==> config.mk <==
export PLATFORM = sky130hd
export DESIGN_NAME = outgoing_trib_marker_gen
export DESIGN_NICKNAME = d
export VERILOG_FILES = /design/src/hdl/trib_marker_pkg.sv /design/src/hdl/outgoing_trib_marker_gen.sv
export SDC_FILE = /design/constraint.sdc
export NUM_CORES = 1
export LEC_CHECK = 0
export BUFFER_PORTS_ARGS = -buffer_cell sky130_fd_sc_hd__buf_2
export CAP_MARGIN = 20
export CORE_UTILIZATION = 50
export CTS_CLUSTER_DIAMETER = 30
export DETAILED_ROUTE_END_ITERATION = 12
export PLACE_DENSITY = 0.77
export SKIP_LAST_GASP = 1
export SLEW_MARGIN = 30
export SYNTH_ARGS = -nofsm -noshare
export SYNTH_HDL_FRONTEND = slang
export SYNTH_HIERARCHICAL = 1
export SYNTH_SLANG_ARGS = --single-unit
==> constraint.sdc <==
create_clock -name CLK_IN -period 7.5 [get_ports CLK_IN]
set_clock_uncertainty 0.2 [all_clocks]
set_input_delay 1.125 -clock CLK_IN [delete_from_list [all_inputs] [get_ports CLK_IN]]
set_output_delay 1.125 -clock CLK_IN [all_outputs]
set_load 0.01 [all_outputs]
==> src/hdl/trib_marker_pkg.sv <==
package trib_marker_pkg;
	// number of outgoing byte lanes and width of one lane
	localparam int LANE_CNT = 4;
	localparam int LANE_W = 8;
	// words of buffering ahead of the marker stage
	localparam int FIFO_DEPTH = 8;
	// reset values of the output stage
	localparam logic RST_VALID = 1'h0;
	localparam logic [31:0] RST_BUS = 32'h0000_0000;
	localparam logic [3:0] RST_MARK = 4'h0;
	// level of the mode input that selects four STM-1 lanes
	localparam logic MODE_FOUR_LANE = 1'h1;

	// identity of the byte carried on a lane, tagged upstream
	typedef enum logic [3:0] {
		BYTE_PAYLOAD = 4'h0,
		BYTE_TOH = 4'h1,
		BYTE_J1 = 4'h2,
		BYTE_B3 = 4'h3,
		BYTE_C2 = 4'h4,
		BYTE_G1 = 4'h5,
		BYTE_F2 = 4'h6,
		BYTE_H4 = 4'h7,
		BYTE_Z3 = 4'h8,
		BYTE_Z4 = 4'h9,
		BYTE_Z5 = 4'hA,
		BYTE_V5 = 4'hB,
		BYTE_J2 = 4'hC,
		BYTE_Z6 = 4'hD,
		BYTE_Z7 = 4'hE
	} byte_kind_t;

	// one lane of the outgoing stream with its side information
	typedef struct packed {
		logic [7:0] data;
		byte_kind_t kind;
		logic idle;
		logic tu3;
	} lane_word_t;

	typedef lane_word_t [3:0] stream_word_t;
endpackage

==> src/hdl/outgoing_trib_marker_gen.sv <==
`timescale 1ns/100ps

// first-in first-out buffer of flip-flops, valid and ready on both sides
// a full buffer refuses its write side, so nothing offered is ever dropped
// the read side shows the oldest word for as long as it is not taken
// depth need not be a power of two; the count tells full from empty
module marker_fifo #(
	parameter int WIDTH = 56,
	parameter int DEPTH = 8
) (
	input wire logic clk_in,
	input wire logic rst_in,
	input wire logic [WIDTH-1:0] wr_data_in,
	input wire logic wr_valid_in,
	output logic wr_ready_out,
	output logic [WIDTH-1:0] rd_data_out,
	output logic rd_valid_out,
	input wire logic rd_ready_in
);
	// the count needs one bit more than the pointers to tell full from empty
	localparam int AW = (DEPTH > 1) ? $clog2(DEPTH) : 1;
	localparam logic [AW:0] DEPTH_CNT = AW'(DEPTH) == '0 ? {1'h1, {AW{1'h0}}} : (AW + 1)'(DEPTH);

	// storage, pointers and occupancy
	logic [WIDTH-1:0] mem_ff [DEPTH];
	logic [WIDTH-1:0] nxt_mem [DEPTH];
	logic [AW-1:0] wr_ptr_ff, nxt_wr_ptr;
	logic [AW-1:0] rd_ptr_ff, nxt_rd_ptr;
	logic [AW:0] count_ff, nxt_count;
	logic do_wr, do_rd;

	// pointers wrap at DEPTH, which need not be a power of two
	function automatic logic [AW-1:0] ptr_inc(input logic [AW-1:0] p);
		ptr_inc = (p == AW'(DEPTH - 1)) ? '0 : p + 1'h1;
	endfunction

	// full and empty come straight from the occupancy count
	assign wr_ready_out = (count_ff != DEPTH_CNT);
	assign rd_valid_out = (count_ff != '0);
	assign rd_data_out = mem_ff[rd_ptr_ff]; // head shown with no read delay

	// a transfer happens on each side where valid meets ready
	assign do_wr = wr_valid_in && wr_ready_out;
	assign do_rd = rd_valid_out && rd_ready_in;

	// pointer and count arithmetic
	always_comb begin
		nxt_wr_ptr = do_wr ? ptr_inc(wr_ptr_ff) : wr_ptr_ff;
		nxt_rd_ptr = do_rd ? ptr_inc(rd_ptr_ff) : rd_ptr_ff;
		nxt_count = count_ff;
		// a write and a read in one cycle leave the count as it is
		if (do_wr && !do_rd) begin
			nxt_count = count_ff + 1'h1;
		end else if (do_rd && !do_wr) begin
			nxt_count = count_ff - 1'h1;
		end
	end

	// pointers and count clear on reset so the buffer starts empty
	always_ff @(posedge clk_in or posedge rst_in) begin
		if (rst_in) begin
			wr_ptr_ff <= '0;
			rd_ptr_ff <= '0;
			count_ff <= '0;
		end else begin
			wr_ptr_ff <= nxt_wr_ptr;
			rd_ptr_ff <= nxt_rd_ptr;
			count_ff <= nxt_count;
		end
	end

	// storage needs no reset; an entry is only read after it was written
	always_comb begin
		nxt_mem = mem_ff;
		if (do_wr) begin
			nxt_mem[wr_ptr_ff] = wr_data_in;
		end
	end

	// the whole array registers its next value; only the written entry changes
	always_ff @(posedge clk_in) begin
		mem_ff <= nxt_mem;
	end
endmodule

// outgoing marker generator: buffers the outgoing words and tags each byte
// lane with its path overhead and idle markers for the selected lane mode
// lane i of the byte bus is byte lane i, lane 0 on the low byte
// one clock serves both modes; the single-lane mode runs at this same rate,
// a limitation the user must plan the clock for
module outgoing_trib_marker_gen #(
	parameter int DEPTH = trib_marker_pkg::FIFO_DEPTH
) (
	input wire logic CLK_IN,
	input wire logic SYS_RST_IN,
	input wire logic OUTGOING_LANE_MODE_SEL_IN,
	input wire trib_marker_pkg::stream_word_t STREAM_IN,
	input wire logic STREAM_VALID_IN,
	output logic STREAM_READY_OUT,
	output logic [31:0] OUTGOING_BYTE_BUS_OUT,
	output logic [3:0] PATH_OVERHEAD_MARKER_OUT,
	output logic [3:0] IDLE_MARKER_OUT,
	output logic OUT_VALID_OUT,
	input wire logic OUT_READY_IN
);
	import trib_marker_pkg::*;

	// one buffer entry holds all four lanes with their side information
	localparam int WORD_W = $bits(stream_word_t);

	// buffer read side and the decoded mode
	logic [WORD_W-1:0] fifo_rd_data;
	stream_word_t head;
	logic fifo_rd_valid, fifo_rd_ready;
	logic four_lane;

	// output stage registers, their next values and the lane enables
	logic valid_ff, nxt_valid;
	logic [31:0] bus_ff, nxt_bus;
	logic [3:0] poh_ff, nxt_poh;
	logic [3:0] idle_ff, nxt_idle;
	logic [3:0] lane_ok;

	// overhead byte class depends on whether the tributary is carried as TU3
	// transport overhead and payload bytes never mark, in either class
	function automatic logic is_path_oh(input byte_kind_t kind, input logic tu3);
		if (tu3) begin
			is_path_oh = kind inside {BYTE_J1, BYTE_B3, BYTE_C2, BYTE_G1, BYTE_F2, BYTE_H4,
				BYTE_Z3, BYTE_Z4, BYTE_Z5};
		end else begin
			is_path_oh = kind inside {BYTE_V5, BYTE_J2, BYTE_Z6, BYTE_Z7};
		end
	endfunction

	// buffer absorbs downstream stalls; its ready is the upstream back-pressure
	// that ready is combinational, so a full buffer refuses in the same cycle
	marker_fifo #(
		.WIDTH(WORD_W),
		.DEPTH(DEPTH)
	) u_fifo (
		.clk_in(CLK_IN),
		.rst_in(SYS_RST_IN),
		.wr_data_in(STREAM_IN),
		.wr_valid_in(STREAM_VALID_IN),
		.wr_ready_out(STREAM_READY_OUT),
		.rd_data_out(fifo_rd_data),
		.rd_valid_out(fifo_rd_valid),
		.rd_ready_in(fifo_rd_ready)
	);

	// view the buffer head as lanes again and decode the mode level
	assign head = stream_word_t'(fifo_rd_data);
	assign four_lane = (OUTGOING_LANE_MODE_SEL_IN == MODE_FOUR_LANE);

	// output stage refills when empty or when its word is being taken;
	// taking and reloading share one edge, so words flow one a cycle
	assign fifo_rd_ready = !valid_ff || OUT_READY_IN;

	// lanes 2 to 4 carry meaning only with four STM-1 lanes
	// with one STM-4 lane they hold no stream, so their enables stay low
	always_comb begin
		lane_ok = {four_lane, four_lane, four_lane, 1'h1};
	end

	// marker computation for the word leaving the buffer; the mode is sampled
	// here, so a change with words still queued marks them by the new mode
	always_comb begin
		nxt_valid = valid_ff;
		nxt_bus = bus_ff;
		nxt_poh = poh_ff;
		nxt_idle = idle_ff;
		// a stalled word holds bus and markers together until it is taken
		if (fifo_rd_ready) begin
			nxt_valid = fifo_rd_valid;
			if (fifo_rd_valid) begin
				for (int i = 0; i < LANE_CNT; i++) begin
					// bytes pass through every lane in both modes
					nxt_bus[i*LANE_W +: LANE_W] = head[i].data;
					// lane 1 in either mode, lanes 2-4 per lane in four-lane mode
					nxt_poh[i] = lane_ok[i] && is_path_oh(head[i].kind, head[i].tu3);
					nxt_idle[i] = lane_ok[i] && head[i].idle;
				end
				// invalid lanes forced low so nothing spurious leaks downstream
				nxt_poh = nxt_poh & lane_ok;
				nxt_idle = nxt_idle & lane_ok;
			end
		end
	end

	// one clock for both modes; the marker moves with its byte
	// reset clears the stage so no marker shows before the first word
	always_ff @(posedge CLK_IN or posedge SYS_RST_IN) begin
		if (SYS_RST_IN) begin
			valid_ff <= RST_VALID;
			bus_ff <= RST_BUS;
			poh_ff <= RST_MARK;
			idle_ff <= RST_MARK;
		end else begin
			valid_ff <= nxt_valid;
			bus_ff <= nxt_bus;
			poh_ff <= nxt_poh;
			idle_ff <= nxt_idle;
		end
	end

	// outputs come straight from the stage registers
	assign OUT_VALID_OUT = valid_ff;
	assign OUTGOING_BYTE_BUS_OUT = bus_ff;
	assign PATH_OVERHEAD_MARKER_OUT = poh_ff;
	assign IDLE_MARKER_OUT = idle_ff;
endmodule

== After elaboration in Yosys (flattened, before gate mapping) ==
Index checks and enable logic that the tools add are counted.
Cells by class
  muxes and demuxes: 22
  equality and inequality tests: 55
  $add $sub $neg: 4
  magnitude comparators: 3
  reductions and logical operators: 26
  bitwise logic cells: 4
Operator list (number)
  $bwmux 448: 1
  $bmux 56 s3: 1
  $demux 56 s3: 1
  $mux 56: 3
  $eq 4x4->1 const B: 28
  $eq 4x3->1 const B: 16
  $reduce_bool 9->1: 4
  $eq 4x2->1 const B: 8
  $reduce_bool 4->1: 5
  $mux 1: 12
  $logic_and 1x1->1: 11
  $and 4x4->4: 2
  $ge 4x4->1 const B: 2
  $mux 4: 2
  $not 3->4: 2
  $add 3x1->3 const B: 2
  $eq 3x3->1 const B: 2
  $mux 3: 2
  $add 4x1->4 const B: 1
  $lt 4x1->1 const B: 1
  $ne 4x4->1 const B: 1
  $sub 4x1->4 const B: 1
  $logic_not 1->1: 3
  $reduce_and 2->1: 1
  other kinds (2): 2
Word-level totals
  register bits after elaboration: 499
  word-level logic and storage cells: 129
  output and inout port bits: 42

== Logic depth before layout (Yosys ltp) ==
  depth after elaboration: 11
  mapped depth: 9

== Cells and area by module ==
Netlist, hierarchy kept.
By module, submodules not included
  marker_fifo: cells an instance 712, area an instance 17453.0 µm², instances 1
  outgoing_trib_marker_gen: cells an instance 124, area an instance 1774.2 µm², instances 1

== Worst setup path before layout ==
No wires, ideal clock.
  kind: input port to flip-flop
  start: input STREAM_VALID_IN
  end: register u_fifo/mem_ff[392] in the netlist's numbering (enable)
  data required time: 6.692 ns
  slack: 0.078 ns
  buffers on the path: 0
  arrival time: 6.614 ns
  stages: 2
  path through: nand2_1 > nor4_1
Between the ends
  cells in the longest elaborated chain, start to end: 1
RTL lines
  start: declaration: RTL line outgoing_trib_marker_gen.sv:98  | input wire logic STREAM_VALID_IN,
  $logic_and 1x1->1: RTL line outgoing_trib_marker_gen.sv:43  | assign do_wr = wr_valid_in && wr_ready_out;
  end signal: assignment: RTL line outgoing_trib_marker_gen.sv:82  | mem_ff <= nxt_mem;
  end: declaration: RTL line outgoing_trib_marker_gen.sv:25  | logic [WIDTH-1:0] mem_ff [DEPTH];
Every way passes these cells.
A chain may end at the register's enable or synchronous reset.

== Final worst setup path ==
  start: register u_fifo.rd_ptr_ff[1]
  end: register poh_ff[2] (netlist: PATH_OVERHEAD_MARKER_OUT[2])
RTL lines
  start: declaration: RTL line outgoing_trib_marker_gen.sv:28  | logic [AW-1:0] rd_ptr_ff, nxt_rd_ptr;
  start signal: assignment: RTL line outgoing_trib_marker_gen.sv:67  | rd_ptr_ff <= nxt_rd_ptr;
  $not 3->4 (implied by the code): RTL line outgoing_trib_marker_gen.sv:40  | assign rd_data_out = mem_ff[rd_ptr_ff];
  $bmux 56 s3: RTL line outgoing_trib_marker_gen.sv:40
  $mux 56 (implied by the code) (2 in a row): RTL line outgoing_trib_marker_gen.sv:40
  named net fifo_rd_data[28]: RTL line outgoing_trib_marker_gen.sv:112  | logic [WORD_W-1:0] fifo_rd_data;
  $mux 1: RTL line outgoing_trib_marker_gen.sv:127  | if (tu3) begin
  $mux 1: RTL line outgoing_trib_marker_gen.sv:175  | if (fifo_rd_valid) begin
  $mux 1: RTL line outgoing_trib_marker_gen.sv:173  | if (fifo_rd_ready) begin
  $logic_and 1x1->1: RTL line outgoing_trib_marker_gen.sv:180  | nxt_poh[i] = lane_ok[i] && is_path_oh(head[i].kind, head[i].tu3);
  $and 4x4->4: RTL line outgoing_trib_marker_gen.sv:184  | nxt_poh = nxt_poh & lane_ok;
  end signal: assignment: RTL line outgoing_trib_marker_gen.sv:201  | poh_ff <= nxt_poh;
  end: declaration: RTL line outgoing_trib_marker_gen.sv:120  | logic [3:0] poh_ff, nxt_poh;
The timed path passes the listed nets, and every way through them passes these cells. The select of a mux whose other input is x is not followed.

==> flow_metrics.env <==
export IMPL_outcome="finished, final reports clean"
export IMPL_fmax_mhz=268
export IMPL_rsz0062_at_grt="no"
export IMPL_yosysWarnings=6
export IMPL_syn_area_per_cell_um2=23.0
export IMPL_synth_nets=905
export IMPL_setup_tns_ns=0
export IMPL_slowest_delay_ns=1.05
export IMPL_cts_sinks=499
export IMPL_ys_ff_latch=499
export IMPL_r2r_start="u_fifo/rd_ptr_ff[1]$_DFFE_PP0P_"
export IMPL_num_fill_cells=2458
export IMPL_hold_path_cell_count=1
export IMPL_cts_buffers=71
export IMPL_portBuffers=102
export IMPL_final_common_cell="edfxtp_1"
export IMPL_drt_pass1_iterations=4
export IMPL_hold_viol_final=0
export IMPL_row_count=71
export IMPL_grt_use_total_pct=20.9
export IMPL_drive_above_1_share_pct=44.2
export IMPL_ant_nets=0
export IMPL_slew_violations=0
export IMPL_synth_top_area_share_pct=70.0
export IMPL_yosys_most_used_dff="edfxtp_1"
export IMPL_grt_max_degree=81
export IMPL_synth_distinct_cells=45
export IMPL_path_clk_slew_ns=0.05
export IMPL_slowest_stage="dfrtp_4"
export IMPL_post_route_period_util_pct=49.8
export IMPL_reg2reg_to="PATH_OVERHEAD_MARKER_OUT[2]$_DFFE_PP0P_"
export IMPL_htree_num_levels=3
export IMPL_critical_path_class="reg -> reg"
export IMPL_path_max_fanout=65
export IMPL_layout_setup_ws_ns=3.77
export IMPL_netlist_instances=836
export IMPL_layout_common_cells="edfxtp_1, mux4_2, buf_2, mux2_2, clkbuf_16"
export IMPL_leakagePower_nw=7.74
export IMPL_finalSetupViolCount=0
export IMPL_wl_um=39300
export IMPL_yosysSeqAreaShare_pct=76.6
export IMPL_postLayoutCellArea_um2=22900
export IMPL_async_reset_ff_share_pct=10.2
export IMPL_drc=0
export IMPL_rr_worst_depth=6
export IMPL_slew_headroom_pct=36.1
export IMPL_syn_cell_area_um2=19200
export IMPL_cap_viol_max_count=0
export IMPL_overflow=0
export IMPL_endpoint_kind="flip-flop"
export IMPL_tightest_slew_ns=0.959
export IMPL_coreArea_um2=37800
export IMPL_dp_slack_ns=3.66
export IMPL_die_h_um=198
export IMPL_cts_hold_buf=0
export IMPL_crit_path_start_kind="flip-flop"
export IMPL_cts_buffer_depth=3
export IMPL_powerDensity_nw_per_um2=427
export IMPL_crit_chain="buf_4 > mux4_2 > mux2_2 > mux2_4 > a311o_1 > o2bb2ai_2"
export IMPL_synth_area_leaders="edfxtp_1, mux4_2, dfrtp_1"
export IMPL_cts_tree="yes"
export IMPL_dpl_cell_area_um2=20300
export IMPL_min_to="IDLE_MARKER_OUT[3]$_DFFE_PP0P_"
export IMPL_area_growth_pct=19.0
export IMPL_cp_required_ns=7.79
export IMPL_r2r_slack_ns=3.77
export IMPL_hp_class="reg -> reg"
export IMPL_synth_edf_count=448
export IMPL_min_from="IDLE_MARKER_OUT[3]$_DFFE_PP0P_"
export IMPL_worst_skew_pair_late_latency_ns=0.57
export IMPL_cts_resized=0
export IMPL_ir_drop_uv=308
export IMPL_io_pins=103
export IMPL_drtIter0Drc=795
export IMPL_root_buffer="clkbuf_16"
export IMPL_start_util_pct=50.9
export IMPL_yosysTopAreaCell="edfxtp_1"
export IMPL_via_count=9064
export IMPL_antenna_found_initial=7
export IMPL_grt_pass1_wl_um=59400
export IMPL_die_w_um=198
export IMPL_vias_per_cell=5.80
export IMPL_min_period_ns=3.73
export IMPL_dpl_hpwl_um=19400
export IMPL_dieArea_um2=39200
export IMPL_nets=1057
export IMPL_grt_pass1_vias=9861
export IMPL_cts_setup_buffers=0
export IMPL_wire_per_inst_um=25.2
export IMPL_gp_congestion=0.745
export IMPL_crit_arrival_ns=4.02
==> critical path, delay by kind of cell, from the launching register on <==
family	cells	cell delay, ns
mux	3	1.09
flops	1	1.05
buf+inv	1	0.74
compound gates	2	0.51
==> report_power, final <==
group          switching, W  internal (W)
clock               0.00123       0.00221
combinational       0.00117       0.00125
sequential         0.000333       0.00357
==> cell usage after synthesis (2+ instances only) <==
cell and count:
a21oi_1 3, buf_2 10, nand4_1 6, o2bb2ai_1 2, o221ai_1 3, clkbuf_1 17
nor2b_1 2, nand2b_1 4, mux2i_1 3, ha_1 7, o31a_1 3, mux4_2 112
o21ai_0 4, inv_1 5, buf_4 2, buf_6 9, dfrtp_1 51, nand3b_1 2
nor3_1 4, mux2_1 4, edfxtp_1 448, xnor2_1 2, mux2_2 92, or4_1 2
nor2_1 5, nand3_1 4, nand2_1 6, or3_1 3, a211o_1 3, a21bo_2 3
==> kinds of logic after synthesis <==
kind of cell	synth area share, %
AOI/OAI and AO/OA	1.15
xor gates and xnor gates	0.0911
adders and majority gates	0.560
buffers and inverters	1.31
DFF	76.6
muxes	19.0
and+or+nand+nor	1.31
==> metal layers <==
metal	up-vias	track usage (%)	wire, um
met5	-	0	31
met4	4	7.21	841
met3	73	4.82	2510
met2	323	34.1	19800
met1	4811	27.8	16100
li1	3853	-	-
==> registers in the layout (all words and copies together), names as in the netlist <==
| signal | flops |
|---|---|
| OUT_VALID_OUT | 1 |
| PATH_OVERHEAD_MARKER_OUT | 4 |
| OUTGOING_BYTE_BUS_OUT | 32 |
| IDLE_MARKER_OUT | 4 |
| u_fifo/wr_ptr_ff | 3 |
| u_fifo/count_ff | 4 |
| u_fifo/mem_ff | 448 |
| u_fifo/rd_ptr_ff | 3 |
==> cell type report <==
cell class                 count  area (um2)  area share (%)
antenna                        5        12.5          0.0547
clock buffer                  84        1880            8.21
clock inverter                47         641            2.80
inverter                       5        18.8          0.0820
multi-input combinational    293        4290            18.8
sequential                   499       14700            64.4
tap                          511         639            2.79
timing repair buffer         118         658            2.88
==> worst max path at each step <==
| stage | start | to | cells past startpoint |
|---|---|---|---|
| 3_5_place_dp | OUT_READY_IN | u_fifo/count_ff[3]$_DFFE_PP0P_ | 9 |
| 5_1_grt | u_fifo/rd_ptr_ff[1]$_DFFE_PP0P_ | PATH_OVERHEAD_MARKER_OUT[2]$_DFFE_PP0P_ | 6 |
| 6_report | u_fifo/rd_ptr_ff[1]$_DFFE_PP0P_ | PATH_OVERHEAD_MARKER_OUT[2]$_DFFE_PP0P_ | 6 |
| 2_1_floorplan | STREAM_VALID_IN | u_fifo/mem_ff[392]$_DFFE_PP_ | 2 |
| 3_3_place_gp | OUT_READY_IN | u_fifo/count_ff[3]$_DFFE_PP0P_ | 9 |
| 4_1_cts | u_fifo/rd_ptr_ff[1]$_DFFE_PP0P_ | PATH_OVERHEAD_MARKER_OUT[2]$_DFFE_PP0P_ | 6 |
==> metrics by stage <==
step	hold WS [ns]	power (W)	utilization (%)	instances
floorplan	0.288	0.00570	-	836
global placement	0.271	0.00626	53.9	1426
detailed placement	0.275	0.00634	53.9	1426
CTS	0.286	0.00986	60.6	1557
global route	0.308	0.0101	60.6	1558
finish	0.285	0.00976	60.6	1562
No activity file was read; power rests on OpenSTA's default activity.
